[src/hw/sadc_pkg.sv]
// Constants, types and helper functions for the SAR converter sequencer
// How it works
// - Four channels, 8-bit result, sampled compare.
// - Comparator decisions set trial bits one by one.
// - Fixed single: own register, completion interrupt.
// - Fixed continuous: rotate four registers, interrupt fourth.
// - Fixed continuous runs until software stops.
// - Scan single: each selected once, interrupt end.
// - One selected scan channel equals fixed single.
// - Scan continuous: repeat, results in channel registers.
// - Start by timer, software, or input edge.
// - Upper nibble checked early against limits.
// - Inside early check: full result checked again.
// - Limit enable cleared disables limit checking.
// - DAC mode drives channel-3 register to pin.
// - Clock divided by one to eight.
// - Conversion lasts at least 3.9 us at 3.3 MHz.
// - Keeps converting in idle, completion wakes.
// - No conversions in power-down states.
package sadc_pkg;
    // Bus geometry
    localparam int ADDR_W = 8;
    localparam int DATA_W = 32;
    // Register byte offsets
    localparam logic [7:0] OFS_CTRL = 8'h00;
    localparam logic [7:0] OFS_SCAN = 8'h04;
    localparam logic [7:0] OFS_STAT = 8'h08;
    localparam logic [7:0] OFS_MASK = 8'h0C;
    localparam logic [7:0] OFS_BHI = 8'h10;
    localparam logic [7:0] OFS_BLO = 8'h14;
    localparam logic [7:0] OFS_RES0 = 8'h18;
    localparam logic [7:0] OFS_RES3 = 8'h24;
    // Reset values of the limit registers
    localparam logic [7:0] BHI_RST = 8'hFF;
    localparam logic [7:0] BLO_RST = 8'h00;
    // Status and mask bit positions
    localparam int ST_DONE = 0;
    localparam int ST_BND = 1;
    localparam int ST_BUSY = 8;
    // AXI responses
    localparam logic [1:0] RESP_OK = 2'h0;
    localparam logic [1:0] RESP_ERR = 2'h2;
    // Conversion timing: least time at the fastest converter clock
    localparam int CONV_NS = 3900;
    localparam int ADC_MAX_KHZ = 3300;
    localparam int CONV_TICKS = (CONV_NS * ADC_MAX_KHZ + 999999) / 1000000;
    localparam int RES_BITS = 8;
    localparam int SAMPLE_TICKS = CONV_TICKS - RES_BITS;
    localparam logic [7:0] SAR_FIRST = 8'h80;
    localparam logic [2:0] BIT_MSB = 3'h7;
    localparam logic [2:0] BIT_NIB = 3'h4;
    localparam logic [1:0] SLOT_LAST = 2'h3;
    // Conversion modes
    localparam logic [1:0] MD_FIX1 = 2'h0;
    localparam logic [1:0] MD_FIXC = 2'h1;
    localparam logic [1:0] MD_SCAN1 = 2'h2;
    localparam logic [1:0] MD_SCANC = 2'h3;
    // Start sources
    localparam logic [1:0] SRC_TIMER = 2'h0;
    localparam logic [1:0] SRC_SOFT = 2'h1;
    localparam logic [1:0] SRC_EDGE = 2'h2;
    // Control register layout, low bit last
    typedef struct packed {
        logic [2:0] div_m1;
        logic dac_mode;
        logic [1:0] chan;
        logic [1:0] src;
        logic [1:0] mode;
        logic start;
        logic en;
    } sadc_ctrl_t;
    // Signals toward the analogue front end
    typedef struct packed {
        logic [1:0] mux_sel;
        logic sample_hold;
        logic [7:0] dac_code;
        logic dac_pin_en;
    } sadc_ana_t;
    // Sequencer states
    typedef enum logic [1:0] {ST_IDLE, ST_SAMPLE, ST_BITS, ST_STORE} sadc_state_t;

    // Value outside the window given by the two limits
    function automatic logic outside(logic [7:0] v, logic [7:0] hi, logic [7:0] lo);
        outside = (v > hi) || (v < lo);
    endfunction

    // Lowest selected channel at or above lo, found flag on top
    function automatic logic [2:0] next_chan(logic [3:0] m, logic [2:0] lo);
        next_chan = 3'h0;
        for (int i = 3; i >= 0; i--) begin
            if (m[i] && (3'(i) >= lo)) begin
                next_chan = {1'b1, 2'(i)};
            end
        end
    endfunction
endpackage

[src/hw/sadc_clkdiv.sv]
// Converter clock divider producing a one-cycle tick
`timescale 1ns/10ps
module sadc_clkdiv #(
    parameter int W = 3
) (
    // Clock and reset
    input wire logic clock,
    input wire logic resetn,
    // Control
    input wire logic run,
    input wire logic [W-1:0] factor_m1,
    // Tick out
    output logic tick
);
    // Cycle counter within one converter clock
    logic [W-1:0] cnt_ff;
    logic tick_ff;

    // Counts 0..factor_m1, so the tick rate is clock over one to eight
    always_ff @(posedge clock or negedge resetn) begin
        if (!resetn) begin
            cnt_ff <= '0;
            tick_ff <= 1'b0;
        end else if (!run) begin
            // Held in phase while run is low
            cnt_ff <= '0;
            tick_ff <= 1'b0;
        end else if (cnt_ff >= factor_m1) begin
            cnt_ff <= '0;
            tick_ff <= 1'b1;
        end else begin
            cnt_ff <= cnt_ff + 1'b1;
            tick_ff <= 1'b0;
        end
    end

    assign tick = tick_ff;
endmodule

[src/hw/sadc_top.sv]
// SAR converter sequencer with AXI4-Lite register access
`timescale 1ns/10ps
module sadc_top (
    // Clock and reset
    input wire logic clock,
    input wire logic resetn,
    // AXI4-Lite write address and data
    input wire logic [sadc_pkg::ADDR_W-1:0] s_axi_awaddr,
    input wire logic s_axi_awvalid,
    output logic s_axi_awready,
    input wire logic [31:0] s_axi_wdata,
    input wire logic [3:0] s_axi_wstrb,
    input wire logic s_axi_wvalid,
    output logic s_axi_wready,
    // AXI4-Lite write response
    output logic [1:0] s_axi_bresp,
    output logic s_axi_bvalid,
    input wire logic s_axi_bready,
    // AXI4-Lite read
    input wire logic [sadc_pkg::ADDR_W-1:0] s_axi_araddr,
    input wire logic s_axi_arvalid,
    output logic s_axi_arready,
    output logic [31:0] s_axi_rdata,
    output logic [1:0] s_axi_rresp,
    output logic s_axi_rvalid,
    input wire logic s_axi_rready,
    // Analogue front end
    input wire logic comp_in,
    output sadc_pkg::sadc_ana_t ana_out,
    // Start sources and power state
    input wire logic timer_trig,
    input wire logic edge_pin,
    input wire logic idle_mode,
    input wire logic power_down,
    // Events
    output logic irq,
    output logic wake
);
    // Registers seen by software
    sadc_pkg::sadc_ctrl_t ctrl_ff;
    logic [3:0] scan_ff;
    logic [1:0] stat_ff, mask_ff;
    logic [7:0] bhi_ff, blo_ff;
    logic [7:0] res_ff [4];
    // Sequencer state
    sadc_pkg::sadc_state_t state_ff;
    logic [7:0] sar_ff;
    logic [2:0] bit_ff;
    logic [3:0] cnt_ff;
    logic [1:0] ch_ff, slot_ff;
    logic early_ff;
    // Pin synchronisers and filtered levels
    logic [2:0] cmp_s_ff, edg_s_ff;
    logic cmp_ff, edg_ff, edg_d_ff;
    // Bus slave state
    logic aw_got_ff, w_got_ff, bvalid_ff, awready_ff, wready_ff;
    logic arready_ff, rvalid_ff;
    logic [7:0] awaddr_ff;
    logic [31:0] wdata_ff, rdata_ff;
    logic [3:0] wstrb_ff;
    logic [1:0] bresp_ff, rresp_ff;
    // Outputs held in flops
    sadc_pkg::sadc_ana_t ana_ff;
    logic irq_ff, wake_ff;
    // Internal strobes
    logic tick, wr_go, start_wr, go, abort, store, done_ev, bnd_ev, keep;
    logic [7:0] resolved;
    logic [2:0] nxt;
    logic [1:0] wr_idx;

    // Converter clock tick
    sadc_clkdiv #(.W(3)) u_div (
        .clock(clock),
        .resetn(resetn),
        .run(ctrl_ff.en),
        .factor_m1(ctrl_ff.div_m1),
        .tick(tick)
    );

    // Three-stage synchronisers; a level counts once stages two and three agree
    always_ff @(posedge clock or negedge resetn) begin
        if (!resetn) begin
            cmp_s_ff <= '0;
            edg_s_ff <= '0;
            cmp_ff <= 1'b0;
            edg_ff <= 1'b0;
            edg_d_ff <= 1'b0;
        end else begin
            cmp_s_ff <= {cmp_s_ff[1:0], comp_in};
            edg_s_ff <= {edg_s_ff[1:0], edge_pin};
            if (cmp_s_ff[1] == cmp_s_ff[2]) begin
                cmp_ff <= cmp_s_ff[2];
            end
            if (edg_s_ff[1] == edg_s_ff[2]) begin
                edg_ff <= edg_s_ff[2];
            end
            edg_d_ff <= edg_ff;
        end
    end

    // Start and stop conditions
    always_comb begin
        abort = !ctrl_ff.en || power_down || ctrl_ff.dac_mode;
        go = 1'b0;
        unique case (ctrl_ff.src)
            sadc_pkg::SRC_TIMER: go = timer_trig;
            sadc_pkg::SRC_SOFT: go = start_wr;
            sadc_pkg::SRC_EDGE: go = edg_ff && !edg_d_ff;
            default: go = 1'b0;
        endcase
        // An empty scan selection never starts
        if (ctrl_ff.mode[1] && (scan_ff == 4'h0)) begin
            go = 1'b0;
        end
    end

    // Comparator high keeps the trial bit: input at or above the DAC level
    always_comb begin
        keep = cmp_ff;
        resolved = keep ? sar_ff : (sar_ff & ~(8'h01 << bit_ff));
        store = (state_ff == sadc_pkg::ST_STORE);
        nxt = sadc_pkg::next_chan(scan_ff, {1'b0, ch_ff} + 3'h1);
        wr_idx = (ctrl_ff.mode == sadc_pkg::MD_FIXC) ? slot_ff : ch_ff;
        unique case (ctrl_ff.mode)
            sadc_pkg::MD_FIX1: done_ev = store;
            sadc_pkg::MD_FIXC: done_ev = store && (slot_ff == sadc_pkg::SLOT_LAST);
            default: done_ev = store && !nxt[2];
        endcase
        bnd_ev = 1'b0;
        if ((state_ff == sadc_pkg::ST_BITS) && tick && mask_ff[sadc_pkg::ST_BND]) begin
            // Early nibble check, else the full check at the last bit
            if (bit_ff == sadc_pkg::BIT_NIB) begin
                bnd_ev = sadc_pkg::outside({resolved[7:4], 4'h0}, {bhi_ff[7:4], 4'h0},
                    {blo_ff[7:4], 4'h0});
            end else if (bit_ff == 3'h0) begin
                bnd_ev = !early_ff && sadc_pkg::outside(resolved, bhi_ff, blo_ff);
            end
        end
    end

    // Sequencer: sample, eight decisions, store, then next step by mode
    always_ff @(posedge clock or negedge resetn) begin
        if (!resetn) begin
            state_ff <= sadc_pkg::ST_IDLE;
            sar_ff <= '0;
            bit_ff <= '0;
            cnt_ff <= '0;
            ch_ff <= '0;
            slot_ff <= '0;
            early_ff <= 1'b0;
        end else if (abort) begin
            // Partial results are dropped here
            state_ff <= sadc_pkg::ST_IDLE;
            slot_ff <= '0;
        end else begin
            unique case (state_ff)
                sadc_pkg::ST_IDLE: begin
                    if (go) begin
                        state_ff <= sadc_pkg::ST_SAMPLE;
                        cnt_ff <= '0;
                        early_ff <= 1'b0;
                        // Fixed modes take the chosen channel, scans the lowest one
                        ch_ff <= ctrl_ff.mode[1] ? 2'(sadc_pkg::next_chan(scan_ff, 3'h0))
                            : ctrl_ff.chan;
                    end
                end
                sadc_pkg::ST_SAMPLE: begin
                    if (tick) begin
                        cnt_ff <= cnt_ff + 4'h1;
                        if (cnt_ff == 4'(sadc_pkg::SAMPLE_TICKS - 1)) begin
                            state_ff <= sadc_pkg::ST_BITS;
                            sar_ff <= sadc_pkg::SAR_FIRST;
                            bit_ff <= sadc_pkg::BIT_MSB;
                        end
                    end
                end
                sadc_pkg::ST_BITS: begin
                    if (tick) begin
                        if (bit_ff == 3'h0) begin
                            sar_ff <= resolved;
                            state_ff <= sadc_pkg::ST_STORE;
                        end else begin
                            sar_ff <= resolved | (8'h01 << (bit_ff - 3'h1));
                            bit_ff <= bit_ff - 3'h1;
                        end
                        if (bnd_ev) begin
                            early_ff <= 1'b1;
                        end
                    end
                end
                sadc_pkg::ST_STORE: begin
                    cnt_ff <= '0;
                    early_ff <= 1'b0;
                    state_ff <= sadc_pkg::ST_SAMPLE;
                    unique case (ctrl_ff.mode)
                        sadc_pkg::MD_FIX1: state_ff <= sadc_pkg::ST_IDLE;
                        sadc_pkg::MD_FIXC: slot_ff <= slot_ff + 2'h1;
                        sadc_pkg::MD_SCAN1: begin
                            if (nxt[2]) begin
                                ch_ff <= nxt[1:0];
                            end else begin
                                state_ff <= sadc_pkg::ST_IDLE;
                            end
                        end
                        sadc_pkg::MD_SCANC: begin
                            // Wrap to the lowest selected channel
                            ch_ff <= nxt[2] ? nxt[1:0]
                                : 2'(sadc_pkg::next_chan(scan_ff, 3'h0));
                        end
                    endcase
                end
            endcase
        end
    end

    // Bus write accepted when both address and data have arrived
    assign wr_go = aw_got_ff && w_got_ff && !bvalid_ff;
    assign start_wr = wr_go && (awaddr_ff == sadc_pkg::OFS_CTRL) && wstrb_ff[0]
        && wdata_ff[1];

    // Result registers: sequencer stores, software writes channel 3 in DAC mode
    always_ff @(posedge clock or negedge resetn) begin
        if (!resetn) begin
            for (int i = 0; i < 4; i++) begin
                res_ff[i] <= '0;
            end
        end else if (store && !abort) begin
            res_ff[wr_idx] <= sar_ff;
        end else if (wr_go && (awaddr_ff == sadc_pkg::OFS_RES3) && wstrb_ff[0]
            && ctrl_ff.dac_mode) begin
            res_ff[3] <= wdata_ff[7:0];
        end
    end

    // Control, scan selection, mask and limits
    always_ff @(posedge clock or negedge resetn) begin
        if (!resetn) begin
            ctrl_ff <= '0;
            scan_ff <= '0;
            mask_ff <= '0;
            bhi_ff <= sadc_pkg::BHI_RST;
            blo_ff <= sadc_pkg::BLO_RST;
        end else if (wr_go) begin
            unique case (awaddr_ff)
                sadc_pkg::OFS_CTRL: begin
                    if (wstrb_ff[0]) begin
                        ctrl_ff[7:0] <= wdata_ff[7:0] & 8'hFD; // Start bit reads zero
                    end
                    if (wstrb_ff[1]) begin
                        ctrl_ff[11:8] <= wdata_ff[11:8];
                    end
                end
                sadc_pkg::OFS_SCAN: if (wstrb_ff[0]) scan_ff <= wdata_ff[3:0];
                sadc_pkg::OFS_MASK: if (wstrb_ff[0]) mask_ff <= wdata_ff[1:0];
                sadc_pkg::OFS_BHI: if (wstrb_ff[0]) bhi_ff <= wdata_ff[7:0];
                sadc_pkg::OFS_BLO: if (wstrb_ff[0]) blo_ff <= wdata_ff[7:0];
                default: ;
            endcase
        end
    end

    // Sticky status, cleared by writing one; a new event beats the clear
    always_ff @(posedge clock or negedge resetn) begin
        if (!resetn) begin
            stat_ff <= '0;
        end else begin
            for (int i = 0; i < 2; i++) begin
                if (wr_go && (awaddr_ff == sadc_pkg::OFS_STAT) && wstrb_ff[0]
                    && wdata_ff[i]) begin
                    stat_ff[i] <= 1'b0;
                end
            end
            if (done_ev && !abort) begin
                stat_ff[sadc_pkg::ST_DONE] <= 1'b1;
            end
            if (bnd_ev && !abort) begin
                stat_ff[sadc_pkg::ST_BND] <= 1'b1;
            end
        end
    end

    // Interrupt, wake and analogue outputs
    always_ff @(posedge clock or negedge resetn) begin
        if (!resetn) begin
            irq_ff <= 1'b0;
            wake_ff <= 1'b0;
            ana_ff <= '0;
        end else begin
            irq_ff <= |(stat_ff & mask_ff);
            wake_ff <= idle_mode && |(stat_ff & mask_ff);
            ana_ff.mux_sel <= ch_ff;
            ana_ff.sample_hold <= (state_ff == sadc_pkg::ST_SAMPLE);
            // The DAC follows the trial code, or the stored value in DAC mode
            ana_ff.dac_code <= ctrl_ff.dac_mode ? res_ff[3] : sar_ff;
            ana_ff.dac_pin_en <= ctrl_ff.dac_mode && !power_down;
        end
    end

    // Write channels: address and data taken in either order
    always_ff @(posedge clock or negedge resetn) begin
        if (!resetn) begin
            aw_got_ff <= 1'b0;
            w_got_ff <= 1'b0;
            awready_ff <= 1'b1;
            wready_ff <= 1'b1;
            bvalid_ff <= 1'b0;
            bresp_ff <= sadc_pkg::RESP_OK;
            awaddr_ff <= '0;
            wdata_ff <= '0;
            wstrb_ff <= '0;
        end else begin
            if (s_axi_awvalid && awready_ff) begin
                awaddr_ff <= s_axi_awaddr;
                aw_got_ff <= 1'b1;
                awready_ff <= 1'b0;
            end
            if (s_axi_wvalid && wready_ff) begin
                wdata_ff <= s_axi_wdata;
                wstrb_ff <= s_axi_wstrb;
                w_got_ff <= 1'b1;
                wready_ff <= 1'b0;
            end
            if (wr_go) begin
                bvalid_ff <= 1'b1;
                // Only word-aligned offsets inside the map are accepted
                bresp_ff <= (awaddr_ff <= sadc_pkg::OFS_RES3 && awaddr_ff[1:0] == 2'h0)
                    ? sadc_pkg::RESP_OK : sadc_pkg::RESP_ERR;
            end
            if (bvalid_ff && s_axi_bready) begin
                bvalid_ff <= 1'b0;
                aw_got_ff <= 1'b0;
                w_got_ff <= 1'b0;
                awready_ff <= 1'b1;
                wready_ff <= 1'b1;
            end
        end
    end

    // Read channel: data one cycle after the address is taken
    always_ff @(posedge clock or negedge resetn) begin
        if (!resetn) begin
            arready_ff <= 1'b1;
            rvalid_ff <= 1'b0;
            rdata_ff <= '0;
            rresp_ff <= sadc_pkg::RESP_OK;
        end else if (s_axi_arvalid && arready_ff) begin
            arready_ff <= 1'b0;
            rvalid_ff <= 1'b1;
            rresp_ff <= sadc_pkg::RESP_OK;
            unique case (s_axi_araddr)
                sadc_pkg::OFS_CTRL: rdata_ff <= 32'(ctrl_ff);
                sadc_pkg::OFS_SCAN: rdata_ff <= 32'(scan_ff);
                sadc_pkg::OFS_STAT: rdata_ff <= 32'(stat_ff)
                    | (32'(state_ff != sadc_pkg::ST_IDLE) << sadc_pkg::ST_BUSY);
                sadc_pkg::OFS_MASK: rdata_ff <= 32'(mask_ff);
                sadc_pkg::OFS_BHI: rdata_ff <= 32'(bhi_ff);
                sadc_pkg::OFS_BLO: rdata_ff <= 32'(blo_ff);
                8'h18, 8'h1C, 8'h20, 8'h24: begin
                    rdata_ff <= 32'(res_ff[2'((s_axi_araddr - sadc_pkg::OFS_RES0) >> 2)]);
                end
                default: begin
                    rdata_ff <= '0;
                    rresp_ff <= sadc_pkg::RESP_ERR;
                end
            endcase
        end else if (rvalid_ff && s_axi_rready) begin
            rvalid_ff <= 1'b0;
            arready_ff <= 1'b1;
        end
    end

    // Port drive
    assign s_axi_awready = awready_ff;
    assign s_axi_wready = wready_ff;
    assign s_axi_bvalid = bvalid_ff;
    assign s_axi_bresp = bresp_ff;
    assign s_axi_arready = arready_ff;
    assign s_axi_rvalid = rvalid_ff;
    assign s_axi_rdata = rdata_ff;
    assign s_axi_rresp = rresp_ff;
    assign ana_out = ana_ff;
    assign irq = irq_ff;
    assign wake = wake_ff;

    // Ticks since sampling began, for the conversion length check
    logic [4:0] conv_ticks_ff;
    always_ff @(posedge clock or negedge resetn) begin
        if (!resetn) begin
            conv_ticks_ff <= '0;
        end else if (state_ff == sadc_pkg::ST_IDLE || store) begin
            conv_ticks_ff <= '0;
        end else if (tick && conv_ticks_ff != 5'h1F) begin
            conv_ticks_ff <= conv_ticks_ff + 5'h1;
        end
    end
endmodule

[config.mk]
export PLATFORM = sky130hd
export DESIGN_NAME = sadc_top
export DESIGN_NICKNAME = d
export VERILOG_FILES = /design/src/hw/sadc_pkg.sv /design/src/hw/sadc_clkdiv.sv /design/src/hw/sadc_top.sv
export SDC_FILE = /design/constraint.sdc
export NUM_CORES = 1
export LEC_CHECK = 0
export ABC_CLOCK_PERIOD_IN_PS = 4600
export BUFFER_PORTS_ARGS = -buffer_cell sky130_fd_sc_hd__buf_2
export CELL_PAD_IN_SITES_DETAIL_PLACEMENT = 1
export CELL_PAD_IN_SITES_GLOBAL_PLACEMENT = 1
export CORE_MARGIN = 8
export CORE_UTILIZATION = 35
export CTS_CLUSTER_DIAMETER = 100
export DETAILED_ROUTE_END_ITERATION = 8
export GPL_ROUTABILITY_DRIVEN = 0
export PLACE_DENSITY_LB_ADDON = 0.1
export SETUP_SLACK_MARGIN = 0.02
export SLEW_MARGIN = 5
export SYNTH_ARGS = -nofsm -noshare
export SYNTH_HDL_FRONTEND = slang
export SYNTH_HIERARCHICAL = 1
export SYNTH_SLANG_ARGS = --single-unit
[constraint.sdc]
create_clock -name clock -period 4.6 [get_ports clock]
set_input_delay 0.46 -clock clock [delete_from_list [all_inputs] [get_ports clock]]
set_output_delay 0.46 -clock clock [all_outputs]
set_load 0.03 [all_outputs]
; Word level (Yosys, flattened, before mapping)
; Cells that the tools add are included.
[word_totals]
register_bits = 181
input_bits = 64
[classes]
add_sub_neg = 6
order_cmp = 13
n_eq_ne = 41
shift = 2
muxes = 85
n_bitwise = 8
n_reduce_logical = 84
[ops]
columns = cell, count
row1 = 8-bit 2-to-1 mux, 11
row2 = 12-bit one-hot mux with 7 select lines, 1
row3 = "8-bit by 5-bit == test with 1-bit output, second input constant", 6
row4 = 2-bit 2-to-1 mux, 20
row5 = 1-bit logical AND, 35
row6 = 32-bit bitwise mux, 1
row7 = "8-bit by 4-bit == test with 1-bit output, second input constant", 4
row8 = 3-bit 2-to-1 mux, 10
row9 = 1-bit 2-to-1 mux, 28
row10 = "8-bit by 6-bit == test with 1-bit output, second input constant", 3
row11 = 2-bit nonzero test, 12
row12 = 5-bit AND reduction, 4
row13 = 3-bit AND reduction, 6
row14 = 8-bit binary-select mux with 2-bit select, 1
row15 = 8-bit demux with 2-bit select, 1
row16 = "8-bit by 3-bit == test with 1-bit output, second input constant", 2
row17 = 8-bit > comparator, 2
row18 = 8-bit logical NOT, 2
row19 = 8-bit < comparator, 2
row20 = 8-bit one-hot mux with 2 select lines, 1
row21 = "1-bit by 3-bit left shift with 8-bit output, first input constant", 2
row22 = "2-bit == test, second input constant", 6
row23 = 4-bit one-hot mux with 3 select lines, 1
row24 = 10-bit OR reduction, 1
row25 = 45 further kinds, 77

; Depth between registers and ports, before layout
[depth]
depth_word = 13
mapped_depth = 12
ltp_nobuf = 12

; By module
; Netlist, hierarchy kept.
[by_module_without_submodules]
columns = module, n_inst, cells_per_inst, area_per_inst_um2, seq_area_each_um2
row1 = sadc_top, 1, 694, 7762.4, 3892.5
row2 = sadc_clkdiv, 1, 22, 237.7, 100.1

; Worst setup path before layout
; No wires, ideal clock.
[synth_timing]
path_type = reg2reg
from = register bit_ff[0]
to = register early_ff
setup_time_ps = 137
arrival_ps = 2621
setup_slack_ps = 1842
path_stages_with_launch = 12
synth_period_minus_slack_ps = 2758
path_cell_list = dfrtp_1 inv_1 ha_1 nand2_1 o21ai_0 inv_1 ha_1 nand4_1 or4b_2 a32oi_1 o32a_1 o31ai_1
[synth_via]
elab_chain_cells = 12
word_cells_on_any_way = 18
classes_between = 4 x order compare / 2 x eq/ne / 1 x shift / 4 x mux / 2 x bitwise / 5 x reduce/logical
[synth_rtl]
columns = element, line
row1 = start: declaration, sadc_top.sv:48  ; logic [2:0] bit_ff;
row2 = start signal: assignment, sadc_top.sv:173  ; bit_ff <= sadc_pkg::BIT_MSB;
row3 = start signal: assignment, sadc_top.sv:184  ; bit_ff <= bit_ff - 3'h1;
row4 = 1-bit by 3-bit left shift with 8-bit output, sadc_top.sv:120  ; resolved = keep ? sar_ff : (sar_ff & ~(8'h01 << bit_ff));
row5 = 8-bit inverter, sadc_top.sv:120
row6 = 8-bit bitwise AND, sadc_top.sv:120
row7 = 8-bit 2-to-1 mux, sadc_top.sv:120
row8 = 8-bit > comparator or 8-bit < comparator (tied branches), sadc_pkg.sv:84  ; outside = (v > hi) || (v < lo);
row9 = 1-bit logical OR, sadc_pkg.sv:84
row10 = 1-bit logical AND, sadc_top.sv:136  ; bnd_ev = !early_ff && sadc_pkg::outside(resolved, bhi_ff, blo_ff);
row11 = 1-bit 2-to-1 mux, sadc_top.sv:135  ; end else if (bit_ff == 3'h0) begin
row12 = 1-bit 2-to-1 mux (*), sadc_top.sv:132  ; if (bit_ff == sadc_pkg::BIT_NIB) begin
row13 = 1-bit 2-to-1 mux (*), sadc_top.sv:130  ; if ((state_ff == sadc_pkg::ST_BITS) && tick && mask_ff[sadc_pkg::ST_BND]) begin
row14 = 2-bit inequality test (no line) (*), n/a
row15 = 5-bit AND reduction (no line) (*), n/a
row16 = end signal: assignment, sadc_top.sv:150  ; early_ff <= 1'b0;
row17 = end signal: assignment, sadc_top.sv:161  ; early_ff <= 1'b0;
row18 = end signal: assignment, sadc_top.sv:187  ; early_ff <= 1'b1;
row19 = end: declaration, sadc_top.sv:51  ; logic early_ff;
; Every way passes the cells marked *; elsewhere a longest branch is shown, timed or not.
; A chain may end at the register's enable or synchronous reset.

; Worst setup path in the final report
; Same ends and word-level chain as after synthesis.

==> flow_summary.json <==
{
  "detail_route.iter0.violations": 318,
  "finalInstanceArea_sq_mm": 0.00916,
  "critical-path-slowest-cell": "or4b_2",
  "timing.clock.skew_ns": 0.0110,
  "tns_ns": 0,
  "max_slew.worst_pin.slew_ns": 0.952,
  "detail-route-antenna-nets": 0,
  "finish.cell_count_without_fillers": 1085,
  "die_h_um": 167,
  "finalMaxSlewViolations": 0,
  "detail_route.drc_violations": 0,
  "critical_path.startpoint_type": "register",
  "cellLeakagePower_nw": 4.25,
  "vias_per_cell": 5.33,
  "cts-buffers-inserted": 17,
  "core_area_sq_mm": 0.0226,
  "synth_compound_area_frac": 0.135,
  "hold_violations": 0,
  "clkPwrFrac": 0.369,
  "diodes": 0,
  "layout_worst_path_cycle_share": 0.672,
  "vias_in_the_first_global_route": 6393,
  "yosysTopAreaCell": "dfrtp_1",
  "gr-usage-all-layers": 0.167,
  "grt_max_degree": 90,
  "clk_pin_slew_ns": 0.07,
  "worst_hold_path_type": "input port to async pin",
  "final_net_count": 885,
  "post_synth_main_area_contributors": "dfrtp_1 (46%), mux2_2 (10%), ha_1 (5.3%)",
  "synth_adder_area_share": 0.0557,
  "clock_tree.htree_level_count": 4,
  "dieArea_sq_mm": 0.0280,
  "sw_frac_of_total": 0.316,
  "netlist_area_before_placement_sq_mm": 0.00800,
  "area_growth_pct": 14.5,
  "path_delay_family": "simple AND/OR/NAND/NOR gates",
  "cts_root_buf": "clkbuf_16",
  "ys.flop_type": "dfrtp_1",
  "setup_viol": 0,
  "maxCapViolations": 0,
  "timing_worst_setup_path_type": "register to register",
  "synth.lib_cells_used.distinct": 68,
  "vias": 5778,
  "synth-edff-count": 0,
  "asyncSetResetFlopFracSynth": 1.00,
  "post_cts_setup_buffer_count": 0,
  "synth_seq_area_share": 0.499,
  "rows": 55,
  "count_of_instances_resized_after_the_clock_tree_is_built": 0,
  "fillerInstances": 2488,
  "comb_power_share": 0.155,
  "cts_max_path_bufs": 2,
  "place_area_sq_mm": 0.00858,
  "run_status": "finished, final reports clean",
  "post_synth.cell_area_avg_sq_um": 11.2,
  "layout-drive-gt1-share": 0.279,
  "max_fanout_on_critical_path": 6,
  "die_width_um": 167,
  "routed_wire_length_per_instance_um": 20.7,
  "clock_tree_from_tritoncts": "yes",
  "cellPowerDensity_mw_per_mm2": 414,
  "placed_cells": 1053,
  "syn_inst": 716,
  "combinational_family_with_the_most_area_after_synthesis": "compound AO/OA/AOI/OAI gates",
  "clock.fmax_mhz": 324,
  "ir_drop_mv": 0.194,
  "worst_ep_arrival_ns": 3.39,
  "io_buffer_count": 74,
  "synth-simple-area-share": 0.119,
  "power.internal_w": 0.00259,
  "post-dp-hpwl_um": 17000,
  "insertion_delay_ns": 0.43,
  "critPathRequiredTime_ns": 4.90,
  "register_bit_total_from_synthesis": 159,
  "delay_of_the_slowest_cell_on_the_worst_path_ns": 0.66,
  "cp-end-kind": "register",
  "tritoncts_num_sinks": 159,
  "top_level_ports": 119,
  "grt_pass1_wl_um": 36700,
  "setup_repair_after_global_routing_missed_its_margin": "no",
  "cts_stage_hold_buffer_count": 0,
  "wirelength_um": 22500,
  "part_of_the_total_power_dissipated_in_sequential_elements": 0.476,
  "timing.critical_path.buf_inv": 2,
  "sum_of_overflow_across_all_layers_after_global_routing": 0,
  "max_slew_margin": 0.363,
  "muxShareOfSynthArea": 0.133,
  "critical_path.cell_chain": "inv_1 -> ha_1 -> nand2_1 -> o21ai_0 -> inv_1 -> ha_1 -> nand4_1 -> or4b_2 -> a32oi_1 -> o32a_1 -> o31ai_1",
  "power_switching_w": 0.00120,
  "first_pass_iters": 4,
  "post-route-min-period_ns": 3.09,
  "yosys.area_share.xor_xnor": 0.00547,
  "count_of_yosys_warnings_during_synthesis": 6,
  "synthDominantCellAreaShare": 0.463,
  "grt_antenna_before_repair": 0,
  "initial_core_utilization": 0.354
}
## synth_stat cells (5+ instances only)
master / number
o21ai_0: 45
a22o_1: 10
dfstp_2: 11
a221oi_1: 5
a21o_1: 12
dfrtp_1: 148
a21oi_1: 28
nand4_1: 5
clkbuf_1: 19
mux4_2: 8
nor3_1: 11
a21boi_0: 7
nand2_1: 61
inv_1: 40
a221o_1: 10
o31ai_1: 5
ha_1: 34
buf_2: 5
and3_1: 10
nor2_1: 37
mux2i_1: 7
buf_4: 22
o21ai_1: 5
nand3_1: 11
mux2_2: 72
nor2b_1: 5
## flip-flops by register name, indices dropped and copies added, names as in the netlist, 3 cells and up
register and cells:
s_axi_rdata 12, wdata_ff 12, u_div/cnt_ff 3, cnt_ff 4, res_ff 32, awaddr_ff 8, blo_ff 8, bit_ff 3
bhi_ff 8, edg_s_ff 3, ctrl_ff 11, sar_ff 8, cmp_s_ff 3, scan_ff 4, ana_out 12
## cell type report
type                    instances  area [sq um]  share of cell area
clock buffers                  18           429              0.0469
clock inverters                14           146              0.0160
inverters                      40           150              0.0164
multi-input cells             490          3670               0.401
flip-flops and latches        159          3990               0.436
well taps                     285           357              0.0389
repair buffers                 79           414              0.0452
## cells by family after synthesis
logic type,Yosys count
and+or+nand+nor,180
buffers and inverters,88
adders and majority gates,36
AOI/OAI and AO/OA,160
DFF,159
other,1
muxes,87
xor gates and xnor gates,5
## routing by layer
layer / GRT usage / routed length, um / part of all wire / vias to the layer above
li1: - / - / - / 2683
met1: 0.223 / 10500 / 0.47 / 2966
met2: 0.273 / 10700 / 0.48 / 107
met3: 0.0339 / 947 / 0.042 / 22
met4: 0.0431 / 353 / 0.016 / 0
met5: 0 / 0 / 0 / -
## placed cells by master (no fill, tap or decap), types with 5 or more instances in the layout
cell type	instances
a21boi_0	7
a21o_1	12
a21oi_1	28
a221o_1	10
a221oi_1	5
a22o_1	10
and3_1	10
buf_2	73
buf_4	5
clkbuf_16	17
conb_1	22
dfrtp_1	148
dfstp_2	11
ha_1	34
inv_1	40
inv_6	5
mux2_2	72
mux2i_1	7
mux4_2	8
nand2_1	61
nand3_1	11
nand4_1	5
nor2_1	37
nor2b_1	5
nor3_1	11
o21ai_0	45
o21ai_1	5
o31ai_1	5
## metrics by stage
stage	setup WS (ns)	power [W]	hold slack (ns)	util
after floorplan	1.84	0.00218	0.164	-
after global placement	1.51	0.00240	0.332	0.380
after detailed placement	1.47	0.00243	0.339	0.380
after CTS	1.47	0.00384	0.117	0.406
after global routing	1.27	0.00399	0.120	0.406
final	1.51	0.00379	0.113	0.406
## worst paths after layout
path	endpoint	start	cells after the start	slack, ns
hold reg to reg	cmp_s_ff[1]$_DFF_PN0_	cmp_s_ff[0]$_DFF_PN0_	0	0.36
setup / recovery	early_ff$_DFFE_PN0P_	bit_ff[0]$_DFFE_PN0P_	11	1.51
min in group clock	cmp_s_ff[0]$_DFF_PN0_	comp_in	1	0.13
hold / removal	ctrl_ff[10]$_DFFE_PN0P_	resetn	1	0.11
max in group asynchronous	bhi_ff[0]$_DFFE_PN1P_	resetn	2	3.43
setup reg to reg	early_ff$_DFFE_PN0P_	bit_ff[0]$_DFFE_PN0P_	11	1.51
## power by group through the flow
stage	registers (W)	clock network, W	logic [W]
3_5_place_dp	0.00184	0	0.000591
5_1_grt	0.00184	0.00149	0.000653
3_3_place_gp	0.00183	0	0.000570
4_1_cts	0.00181	0.00144	0.000595
2_1_floorplan	0.00178	0	0.000403
6_report	0.00181	0.00140	0.000586
(Power assumes the default switching activity.)
